--- src/pkg/sdsc_consts.vh ---
// constants for the synthesizer divider and sync control block
`ifndef SDSC_CONSTS_VH
`define SDSC_CONSTS_VH
`define SDSC_PD_MIN_KHZ      32'd14000
`define SDSC_PD_MAX_KHZ      32'd18000
`define SDSC_REF_MAX_KHZ     32'd144000
`define SDSC_FB_RATIO        8'd84
`define SDSC_OUT_DIV         8'd2
`define SDSC_POST_MAX        4'd8
`define SDSC_VCO_MIN_MHZ     32'd2352
`define SDSC_VCO_MAX_MHZ     32'd3024
`define SDSC_REF_DIV_W       2
`define SDSC_RDIV_1          2'd0
`define SDSC_RDIV_2          2'd1
`define SDSC_RDIV_4          2'd2
`define SDSC_RDIV_8          2'd3
`define SDSC_MODE_PASS       2'd0
`define SDSC_MODE_DIV2       2'd1
`define SDSC_MODE_DIV8       2'd2
`define SDSC_MODE_OFF        2'd3
`define SDSC_ST_RUN          2'd0
`define SDSC_ST_STOPPING     2'd1
`define SDSC_ST_STOPPED      2'd2
`define SDSC_ST_STARTING     2'd3
`endif

--- src/design/sdsc_ref_div.v ---
// reference divider: one enable pulse per 1, 2, 4 or 8 reference half periods
`timescale 1ns/100ps
`include "sdsc_consts.vh"
module sdsc_ref_div
(
  input  wire       clock,
  input  wire       rst_sync_b,
  input  wire       ref_edge,
  input  wire [1:0] ref_div_sel,
  output reg        ref_tick_q
);
  reg [2:0] cnt_q;
  reg [2:0] last_w;

  always @*
  begin
    case (ref_div_sel)
      `SDSC_RDIV_1: last_w = 3'h0;
      `SDSC_RDIV_2: last_w = 3'h1;
      `SDSC_RDIV_4: last_w = 3'h3;
      default:      last_w = 3'h7;
    endcase
  end

  always @(posedge clock or negedge rst_sync_b)
  begin
    if (!rst_sync_b)
    begin
      cnt_q      <= 3'h0;
      ref_tick_q <= 1'b0;
    end
    else
    begin
      ref_tick_q <= 1'b0;
      if (ref_edge)
      begin
        if (cnt_q >= last_w)
        begin
          cnt_q      <= 3'h0;
          ref_tick_q <= 1'b1;
        end
        else
          cnt_q <= cnt_q + 3'h1;
      end
    end
  end
endmodule // sdsc_ref_div

--- src/design/sdsc_top.v ---
// divider and output sync control of a multi-bank clock synthesizer
// Functional notes
// select reference or crystal for phase detector
// phase detector input kept within 14-18 MHz; not enforced here, the board sets ref_div_sel
// divide-by-eight allows reference up to 144MHz
// divide-by-one needs reference at least 14MHz
// oscillator and bank output frequency ranges
// output equals phase times 84 over dividers
// sync fall stops outputs when all low
// sync rise restarts once all dividers low
// all banks rise together after restart
// per bank pass, div2, div8 or off
// disabled bank: true low, complement high
// sync input synchronised before edge detection
`timescale 1ns/100ps
`include "sdsc_consts.vh"
module sdsc_top
#(
  parameter NBANK = 5
)
(
  input  wire             clock,
  input  wire             rst_b,
  input  wire             ref_clock_in,
  input  wire             xtal_clock_in,
  input  wire             ref_src_sel,
  input  wire [1:0]       ref_div_sel,
  input  wire             sync_in,
  input  wire [2*NBANK-1:0] bank_freq_select,
  input  wire [NBANK-1:0] bank_enable,
  output reg              pd_clock_q,
  output reg  [NBANK-1:0] bank_out_q,
  output reg  [NBANK-1:0] bank_out_n_q,
  output reg              outputs_live_q
);
  ////////////////////////////////////////////////////////////////////
  // reset release and pin synchronisers
  reg [1:0] rst_q;
  wire      rst_sync_b = rst_q[1];

  always @(posedge clock or negedge rst_b)
  begin
    if (!rst_b)
      rst_q <= 2'h0;
    else
      rst_q <= {rst_q[0], 1'b1};
  end

  reg [1:0]         ref_s_q;
  reg [1:0]         xtal_s_q;
  reg [1:0]         sync_s_q;
  reg               ref_d_q;
  reg               sync_d_q;
  reg               src_q;
  // configuration pins are quasi-static; a bit that lands one clock late only
  // shifts the moment at which the new setting applies
  reg [1:0]         src_sel_s_q;
  reg [1:0]         div_sel_s1_q;
  reg [1:0]         div_sel_s2_q;
  reg [2*NBANK-1:0] bsel_s1_q;
  reg [2*NBANK-1:0] bsel_s2_q;
  reg [NBANK-1:0]   ben_s1_q;
  reg [NBANK-1:0]   ben_s2_q;

  always @(posedge clock or negedge rst_sync_b)
  begin
    if (!rst_sync_b)
    begin
      ref_s_q  <= 2'h0;
      xtal_s_q <= 2'h0;
      sync_s_q <= 2'h3;
      ref_d_q  <= 1'b0;
      sync_d_q <= 1'b1;
      src_q        <= 1'b0;
      src_sel_s_q  <= 2'h0;
      div_sel_s1_q <= 2'h0;
      div_sel_s2_q <= 2'h0;
      bsel_s1_q    <= {2*NBANK{1'b0}};
      bsel_s2_q    <= {2*NBANK{1'b0}};
      ben_s1_q     <= {NBANK{1'b0}};
      ben_s2_q     <= {NBANK{1'b0}};
    end
    else
    begin
      ref_s_q  <= {ref_s_q[0], ref_clock_in};
      xtal_s_q <= {xtal_s_q[0], xtal_clock_in};
      sync_s_q <= {sync_s_q[0], sync_in};
      ref_d_q  <= ref_s_q[1];
      sync_d_q <= sync_s_q[1];
      src_q        <= src_sel_s_q[1] ? xtal_s_q[1] : ref_d_q;
      src_sel_s_q  <= {src_sel_s_q[0], ref_src_sel};
      div_sel_s1_q <= ref_div_sel;
      div_sel_s2_q <= div_sel_s1_q;
      bsel_s1_q    <= bank_freq_select;
      bsel_s2_q    <= bsel_s1_q;
      ben_s1_q     <= bank_enable;
      ben_s2_q     <= ben_s1_q;
    end
  end

  wire sync_fall = sync_d_q & ~sync_s_q[1];
  wire sync_rise = ~sync_d_q & sync_s_q[1];
  // both edges count, so a divide-by-one pd clock follows the reference 1:1
  wire ref_edge  = ref_s_q[1] ^ ref_d_q;

  ////////////////////////////////////////////////////////////////////
  // input selector and reference divider
  wire ref_tick;

  // the divider only scales the reference; keeping the result inside the phase
  // detector window is the board's job through ref_div_sel
  sdsc_ref_div u_ref_div
  (
    .clock      (clock),
    .rst_sync_b (rst_sync_b),
    .ref_edge   (ref_edge),
    .ref_div_sel(div_sel_s2_q),
    .ref_tick_q (ref_tick)
  );

  always @(posedge clock or negedge rst_sync_b)
  begin
    if (!rst_sync_b)
      pd_clock_q <= 1'b0;
    else if (src_sel_s_q[1])
      pd_clock_q <= src_q;
    else if (ref_tick)
      pd_clock_q <= ~pd_clock_q;
  end

  ////////////////////////////////////////////////////////////////////
  // post dividers: clock is the divided oscillator clock; one /8 counter
  // serves all banks so every bank shares phase, and a tick alternates
  // the pass-through half period
  reg  [2:0] post_q;
  reg        pre_q;
  localparam [1:0] ST_RUN      = `SDSC_ST_RUN;
  localparam [1:0] ST_STOPPING = `SDSC_ST_STOPPING;
  localparam [1:0] ST_STOPPED  = `SDSC_ST_STOPPED;
  localparam [1:0] ST_STARTING = `SDSC_ST_STARTING;
  reg  [1:0] st_q;
  wire       div_run = (st_q == ST_RUN) || (st_q == ST_STOPPING);
  // last count of the cycle: every bank output is low after this step
  wire       all_low = (post_q == 3'h7) & pre_q;

  always @(posedge clock or negedge rst_sync_b)
  begin
    if (!rst_sync_b)
    begin
      pre_q  <= 1'b0;
      post_q <= 3'h0;
    end
    else if (div_run)
    begin
      pre_q <= ~pre_q;
      if (pre_q)
        post_q <= post_q + 3'h1;
    end
    else
    begin
      pre_q  <= 1'b0;
      post_q <= 3'h0;
    end
  end

  ////////////////////////////////////////////////////////////////////
  // sync state machine
  always @(posedge clock or negedge rst_sync_b)
  begin
    if (!rst_sync_b)
      st_q <= ST_RUN;
    else
    begin
      case (st_q)
        ST_RUN:
          if (sync_fall)
            st_q <= ST_STOPPING;
        ST_STOPPING:
          if (all_low)
            st_q <= ST_STOPPED;
        ST_STOPPED:
          if (sync_rise)
            st_q <= ST_STARTING;
        ST_STARTING:
          st_q <= ST_RUN;
        default:
          st_q <= ST_RUN;
      endcase
    end
  end

  always @(posedge clock or negedge rst_sync_b)
  begin
    if (!rst_sync_b)
      outputs_live_q <= 1'b1;
    else
      outputs_live_q <= div_run && !(st_q == ST_STOPPING && all_low);
  end

  ////////////////////////////////////////////////////////////////////
  // per bank output selection
  genvar b;
  generate
    for (b = 0; b < NBANK; b = b + 1)
    begin : g_bank
      wire [1:0] mode = ben_s2_q[b] ? bsel_s2_q[2*b+1:2*b] : `SDSC_MODE_OFF;
      reg        nxt;
      always @*
      begin
        case (mode)
          `SDSC_MODE_PASS: nxt = ~pre_q;
          // each mode is high in the first half of its period counted from
          // zero, so a restarted counter raises every bank on the same edge
          `SDSC_MODE_DIV2: nxt = ~post_q[0];
          `SDSC_MODE_DIV8: nxt = ~post_q[2];
          default:         nxt = 1'b0;
        endcase
      end
      always @(posedge clock or negedge rst_sync_b)
      begin
        if (!rst_sync_b)
        begin
          bank_out_q[b]   <= 1'b0;
          bank_out_n_q[b] <= 1'b1;
        end
        else if (!div_run || (st_q == ST_STOPPING && all_low))
        begin
          bank_out_q[b]   <= 1'b0;
          bank_out_n_q[b] <= 1'b1;
        end
        else
        begin
          bank_out_q[b]   <= nxt;
          bank_out_n_q[b] <= ~nxt;
        end
      end
    end
  endgenerate
endmodule // sdsc_top

--- config.mk ---
export PLATFORM = sky130hd
export DESIGN_NAME = sdsc_top
export DESIGN_NICKNAME = d
export VERILOG_FILES = /design/src/design/sdsc_ref_div.v /design/src/design/sdsc_top.v
export VERILOG_INCLUDE_DIRS = /design/src /design/src/pkg
export SDC_FILE = /design/constraint.sdc
export NUM_CORES = 1
export LEC_CHECK = 0
export BUFFER_PORTS_ARGS = -buffer_cell sky130_fd_sc_hd__buf_2
export CAP_MARGIN = 20
export CELL_PAD_IN_SITES_DETAIL_PLACEMENT = 1
export CELL_PAD_IN_SITES_GLOBAL_PLACEMENT = 1
export CORE_MARGIN = 2
export CORE_UTILIZATION = 45
export CTS_CLUSTER_SIZE = 12
export DETAILED_ROUTE_END_ITERATION = 16
export HOLD_SLACK_MARGIN = 0.12
export PLACE_DENSITY = 0.72
export SLEW_MARGIN = 20
export SYNTH_ARGS = -nofsm -noshare
export SYNTH_HDL_FRONTEND = slang
export SYNTH_SLANG_ARGS = --single-unit
--- constraint.sdc ---
create_clock -name clock -period 2.9 [get_ports clock]
set_clock_uncertainty 0.05 [all_clocks]
set_input_delay 0.29 -clock clock [delete_from_list [all_inputs] [get_ports clock]]
set_output_delay 0.29 -clock clock [all_outputs]
set_load 0.05 [all_outputs]
* Yosys cells after proc, flatten, opt, wreduce, memory -nomap -nowiden
Index checks and enable logic that the tools add are counted.
** Storage, ports and cells
- Logic and storage cells :: 118
- Input bits :: 23
- Output and inout port bits :: 12
- Flip-flop bits (word level) :: 69
** Operators by class
- Bitwise operators :: 15
- Multiplexer cells :: 34
- Equality and inequality tests :: 20
- $lt $le $gt $ge :: 1
- Reductions and logical operators :: 15
- $add $sub $neg :: 2
** Operators by type and width (count)
- == test 2 bit, second input constant :: 8
- two-way mux 1 bit :: 16
- two-way mux 2 bit :: 8
- case mux 1 bit (3 select lines) :: 5
- == test 2 x 1 -> 1 bit, second input constant :: 7
- zero test 2 bit :: 7
- inverter 1 bit :: 11
- two-way mux 3 bit :: 3
- case mux 3 bit (3 select lines) :: 1
- inequality test 2 bit, second input constant :: 4
- case mux 2 bit (4 select lines) :: 1
- adder 3 x 1 -> 3 bit, second input constant :: 2
- bitwise AND 1 bit :: 3
- == test 3 bit, second input constant :: 1
- greater-or-equal comparator 3 bit :: 1
- AND reduction 3 bit :: 1
- logical AND 1 bit :: 2
- zero test 1 bit :: 2
- logical OR 1 bit :: 2
- nonzero test 2 bit :: 1
- bitwise XOR 1 bit :: 1

* Longest topological paths before layout
Gate-level depths: netlist of run 1.
- Depth after elaboration :: 5
- Gate-level depth with buffers :: 6
- Mapped depth without buffers :: 6

* By module
A second synthesis of run 1 with hierarchy kept.
** Unflattened totals
- Cells, all modules :: 146
- Area, all modules :: 2302.2 µm²
** By module, submodules not included
- sdsc_top :: area an instance 2054.5 µm², instances 1, cells an instance 120
- sdsc_ref_div :: area an instance 247.7 µm², instances 1, cells an instance 26

* Least setup slack after synthesis of run 1
No wires, ideal clock.
- Kind :: register -> register
- From :: reg div_sel_s2_q[0]
- To :: reg u_ref_div.cnt_q[2]
- Buffers on the path :: 0
- Data arrival time :: 1501 ps
- Path slack :: 1267 ps
- Library setup time :: 82 ps
- Stages on the path, launching flop included :: 7
- Data required time :: 2768 ps
- Path through :: dfrtp_1 or2_2 ha_1 nand2b_1 a31oi_2 nand2b_1 o22ai_1
** On the way
- Word-level cells in the longest chain between the ends :: 4
- Elaborated cells on any way between the ends :: 6
- Classes of those cells :: 1 x order compare; 2 x eq/ne; 2 x mux; 1 x reduce/logical
** Ends and longest elaborated chain
- from (decl) :: line sdsc_top.v:59 : reg [1:0] div_sel_s2_q;
- from (signal assigned) :: line sdsc_top.v:93 : div_sel_s2_q <= div_sel_s1_q;
- == test 2 bit (tied with other cells) :: line sdsc_ref_div.v:17 : case (ref_div_sel)
- case mux 3 bit (3 select lines) * :: line sdsc_ref_div.v:17
- greater-or-equal comparator 3 bit * :: line sdsc_ref_div.v:37 : if (cnt_q >= last_w)
- two-way mux 3 bit * :: line sdsc_ref_div.v:37
- to (signal assigned) :: line sdsc_ref_div.v:43 : cnt_q <= cnt_q + 3'h1;
- to (decl) :: line sdsc_ref_div.v:12 : reg [2:0] cnt_q;
Mark *: on every way between the ends. The rest lies on a longest branch, timed or not.
A chain may end at the register's enable or synchronous reset.

* Worst setup path in the final report of run 1
Ends and elaborated chain as after synthesis.

==> qor.csv, run 1 <==
metric,value,unit
avgViaCountPerCell,4.64,
post_cts_buffers,0,
grt_pass1_wl,7240,µm
wl_per_cell,14.1,µm
stdcell_count,293,
die-area,0.00580,mm²
mostFrequentLayoutCell,dfrtp_1,
clk_latency,0.33,ns
regArea,0.00174,mm²
yosysTopAreaCell,dfrtp_1,
clockBufferDepth,2,
place_inst,255,
path_cells,"or2_2, ha_1, nand2b_1, a31oi_2, nand2b_1, o22ai_1",
setup_viol,0,
grt_start_max_net_pins,27,
min_period,1.77,ns
cap_violations,0,
synth_ff_type,dfrtp_1,
n_antenna_cell,0,
cts_resized,0,
final_cell_mix,"59 x dfrtp_1, 34 x buf_2, 22 x dlygate4sd3_1",
core,0.00507,mm²
ys_seq_area_share,74.1,%
worstPathMaxFanout,4,
async_flop_share,100,%
setup_slack,1.13,ns
cp-start-kind,flip-flop,
grt_pass1_vias,1608,
hold_path_class,reg2async,
critPathArrivalTime,1.96,ns
drc,0,
die_h,76.2,µm
peakVddDrop,0.000425,V
synth_edf_count,0,
track_usage,16.4,%
critPathCaptureType,flip-flop,
num_rows,26,
num_vias,1360,
grt_antenna_before_repair,0,
synth_fp_nets,182,
nNetsFinal,250,
place_congestion,0.706,
yosysWarnings,0,
fillers,510,
outcome,"finished, final reports clean",
synth.distinct_cells,27,
cts_root_buf,clkbuf_8,
path_clk_slew,0.07,ns
synth_area,0.00234,mm²
slowest_delay,0.38,ns
die_w,76.2,µm
crit_family,simple AND/OR/NAND/NOR gates,
htree_levels,3,
numClockSinks,69,
cts_tree,built,
leakagePower,0.00146,µW
num_io_pins,35,
drive_gt1_share,31.4,%
power_density,879,mW/mm²
gr-total-overflow,0,
drt-initial-drc-count,19,
port_buffers,34,
rsz0062_at_grt,no,
fin_crit_sh,61.1,%
criticalPathCategory,reg2reg,
cts_buffers,9,
finalSetupTns,0,ns
pre_cts_ws,1.11,ns
synth_top_cell_area_share,64.0,%
routed_wl,4140,µm
fmax,0.564,GHz
crit_path_frequent_cell,nand2b_1,
yosys-top-cells-area,"dfrtp_1 64%, dfstp_2 10%, ha_1 4.8%",
ant_nets,0,
crit_buf_inv,0,
multi_input_area,547,µm²
dpl.hpwl,2960,µm
syn_inst,150,
initial_utilization,46.2,%
finalHoldViolations,0,
final-max-slew-violation-count,0,
area_growth,28.3,%
critPathSlowestCell,dfrtp_1,
synth.avg_cell_area,15.6,µm²
drt-pass1-iter-count,4,
worstPathRequired,3.09,ns
synth_seq_cells,69,
## cells in the mapped netlist, types with 2 or more instances
cell      number
ha_1           9
dfstp_2        9
a21o_1         2
xnor2_1        2
nand2_1        8
dfrtp_1       60
nor2_1         6
a211oi_1       5
nor3b_1        5
a31oi_2        2
inv_1         13
o21ai_0        4
nor2b_4        5
nand2b_1       2
mux2i_1        2
o211a_1        5
## worst paths after layout
kind,startpoint,depth (start not counted),endpoint,slack (ns)
hold reg to reg,rst_q[1],0,ben_s2_q[0],0.18
setup reg to reg,div_sel_s2_q[0],6,u_ref_div.cnt_q[2],1.13
max in group asynchronous,rst_q[1],1,bank_out_n_q[1],1.87
hold / removal,rst_q[1],0,ben_s2_q[0],0.18
setup / recovery,div_sel_s2_q[0],6,u_ref_div.cnt_q[2],1.13
min in group clock,bsel_s1_q[6],0,bsel_s2_q[6],0.30
## state kept, by name, indices dropped and copies added, names as in the netlist
register              count
bank_out_n_q              5
bank_out_q                5
ben_s1_q                  5
ben_s2_q                  5
bsel_s1_q                10
bsel_s2_q                10
div_sel_s1_q              2
div_sel_s2_q              2
outputs_live_q            1
pd_clock_q                1
post_q                    3
pre_q                     1
ref_d_q                   1
ref_s_q                   2
rst_q                     2
src_q                     1
src_sel_s_q               2
st_q                      2
sync_d_q                  1
sync_s_q                  2
u_ref_div.cnt_q           3
u_ref_div.ref_tick_q      1
xtal_s_q                  2
## metal layers
layer	GRT usage [%]	vias up	part of all wire, %
met4	6.55	0	1.4
met3	5.81	5	4.0
met2	30.1	24	58
met5	0	-	0
li1	-	627	-
met1	17.2	704	36
## kinds of logic after synthesis
family | synth area share, %
XOR/XNOR | 0.747
multiplexers | 1.97
buffers and inverters | 2.56
other | 0.160
AND/OR/NAND/NOR | 8.27
AO/OA/AOI/OAI | 7.36
adder cells (fa/ha/maj) | 4.80
flip-flops | 74.1
## layout make-up
| class | count | share of cell area [%] |
|---|---|---|
| flip-flops and latches | 69 | 57.8 |
| clock inverters | 1 | 0.166 |
| repair buffers | 58 | 13.5 |
| clock buffers | 15 | 5.86 |
| inverters | 13 | 1.62 |
| well taps | 70 | 2.91 |
| multi-input cells | 67 | 18.2 |
## where the power goes
| part | switching [µW] | internal (µW) |
|---|---|---|
| clock network | 305 | 380 |
| registers | 115 | 1120 |
| logic | 431 | 291 |
## stage by stage
stage	hold WS, ns	utilization, %	power (µW)	area (µm²)
2_1_floorplan	-0.0556	-	1790	2340
3_3_place_gp	0.0251	51.4	1900	2610
3_5_place_dp	0.0275	51.4	1960	2610
4_1_cts	0.205	59.3	2680	3010
5_1_grt	0.209	59.3	2810	3010
6_report	0.181	59.3	2650	3010
## repair_timing
| action | in CTS | in global routing |
|---|---|---|
| hold buffers | 22 | 0 |
| endpoints found under the hold margin | 23 | 0 |
| endpoints found under the setup margin | 0 | 0 |
(Power assumes the default switching activity.)
==> run 2, diff against run 1 <==
==> constraint.sdc (replaced) <==
create_clock -name clock -period 1.8 [get_ports clock]
set_clock_uncertainty 0.05 [all_clocks]
set_input_delay 0.18 -clock clock [delete_from_list [all_inputs] [get_ports clock]]
set_output_delay 0.18 -clock clock [all_outputs]
set_load 0.05 [all_outputs]
==> run 2 against run 1 <==
Compared with the run above: cell count increased by 0.68%; register-to-register slack lost 1.0 ns; design area rose by 1.5%; via count down 3.2%; largest cell class unchanged.
==> qor.csv, run 2 (synthesized netlist as in run 1, its figures left out) <==
metric,value,unit
initial_utilization,46.2,%
routed_wl,3920,µm
startpoint,div_sel_s2_q[0],
htree_levels,3,
outcome,"finished, final reports clean",
post_cts_buffers,0,
final-max-slew-violation-count,0,
avgViaCountPerCell,4.46,
drt-pass1-iter-count,4,
die-area,0.00580,mm²
clkPwrFrac,27.2,%
crit_buf_inv,0,
p_sw_share,31.4,%
clockBufferDepth,2,
crit_family,simple AND/OR/NAND/NOR gates,
die_w,76.2,µm
critPathCaptureType,flip-flop,
cts_root_buf,clkbuf_8,
grt.busiest_layer,met2,
criticalPathCategory,reg2reg,
die_h,76.2,µm
grtUsageMet3,4.15,%
fillers,504,
cap_violations,0,
power_density,1430,mW/mm²
regArea,0.00174,mm²
numClockSinks,69,
gr-total-overflow,0,
setup_viol,0,
path_cells,"or2_2, ha_1, nand2b_1, a31oi_4, nand2b_1, o22ai_1",
cp-start-kind,flip-flop,
peakVddDrop,0.000642,V
crit_path_frequent_cell,nand2b_1,
wl_per_cell,13.3,µm
ant_nets,0,
p_int,3000,µW
drt-initial-drc-count,46,
grt_antenna_before_repair,0,
nNetsFinal,252,
n_antenna_cell,0,
path_clk_slew,0.06,ns
hold_path_class,reg2async,
critPathSlowestCell,dfrtp_1,
min_period,1.70,ns
num_rows,26,
p_sw,1380,µW
finalHoldViolations,0,
slowest_delay,0.37,ns
cts_tree,built,
clk_latency,0.32,ns
leakagePower,0.00148,µW
worstPathRequired,2.00,ns
area_growth,30.3,%
finalSetupTns,0,ns
dpl.hpwl,2660,µm
met1_usage,16.2,%
num_io_pins,35,
seqPwrFrac,44.8,%
final_cell_mix,"59 x dfrtp_1, 34 x buf_2, 23 x dlygate4sd3_1",
critPathArrivalTime,1.89,ns
drive_gt1_share,32.0,%
drc,0,
grt.met2_usage,29.2,%
num_vias,1317,
port_buffers,34,
place_congestion,0.687,
worstPathMaxFanout,4,
cts_buffers,9,
multi_input_area,556,µm²
track_usage,15.7,%
fin_crit_sh,94.3,%
core,0.00507,mm²
fmax,0.589,GHz
reg2reg_from,div_sel_s2_q[0],
grt_pass1_wl,6880,µm
grt_pass1_vias,1538,
combPwrFrac,28.0,%
fin_hold_ws,0.225,ns
grt_start_max_net_pins,39,
rsz0062_at_grt,no,
mostFrequentLayoutCell,dfrtp_1,
reg_top3,"bsel_s1_q x10, bsel_s2_q x10",
[run 2: cell types whose count changed in the layout (fill, tap and decap cells not counted), sizes merged]
cell	previous run	this run
dlygate4sd3	22	23
clkbuf	15	16
buf	36	37
clkinv	1	0
[run 2: worst paths after layout]
kind                                            to  slack [ns]  cells past startpoint
worst max-delay path            u_ref_div.cnt_q[2]        0.10                      6
worst min register to register       bank_out_q[2]        0.23                      1
max in group asynchronous                 rst_q[1]        0.91                      3
worst max register to register  u_ref_div.cnt_q[2]        0.10                      6
min in group clock                 div_sel_s2_q[1]        0.30                      0
worst min-delay path                 bank_out_q[2]        0.23                      1
[run 2: metal layers]
layer | vias up | routed length [µm]
met5 | - | 0
met4 | 0 | 51
met3 | 4 | 101
met2 | 23 | 2240
met1 | 656 | 1520
li1 | 634 | -
[run 2: stage by stage]
step	power, µW	util, %	setup WS, ns	instances	instance area [µm²]
2_1_floorplan	2880	-	0.167	150	2350
3_3_place_gp	3090	51.5	0.121	256	2620
3_5_place_dp	3180	51.5	0.0311	256	2620
4_1_cts	4450	60.2	0.0333	295	3050
5_1_grt	4640	60.2	0.00818	295	3050
6_report	4370	60.2	0.102	295	3050
[run 2: timing repair]
item | 4_1_cts | 5_1_grt
hold buffers | 23 | 0
pin swaps | 0 | 1
gates cloned | 0 | 0
gates resized for setup | 1 | 0
hold endpoints to repair | 23 | 0
endpoints found under the setup margin | 1 | 3
[run 2: power groups by stage]
stage	Sequential, µW	Combinational [µW]	Clock, µW
after global placement	1980	1110	0
after detailed placement	1990	1180	0
final	1960	1220	1190
after floorplan	2260	619	0
after CTS	1970	1250	1230
after global routing	1990	1350	1300
[run 2: worst reg2reg max path: cells and delay by family (launching register included)]
family,cells,cell delay [ns]
flops,1,0.37
fa+ha+maj,1,0.27
compound gates,2,0.34
simple gates,3,0.58
[run 2: area by class of cell]
cell class                      count  share of cell area [%]
Inverter                           13                    1.60
Multi-Input combinational cell     67                    18.2
Timing Repair Buffer               60                    13.8
Tap cell                           70                    2.87
Sequential cell                    69                    56.9
Clock buffer                       16                    6.55
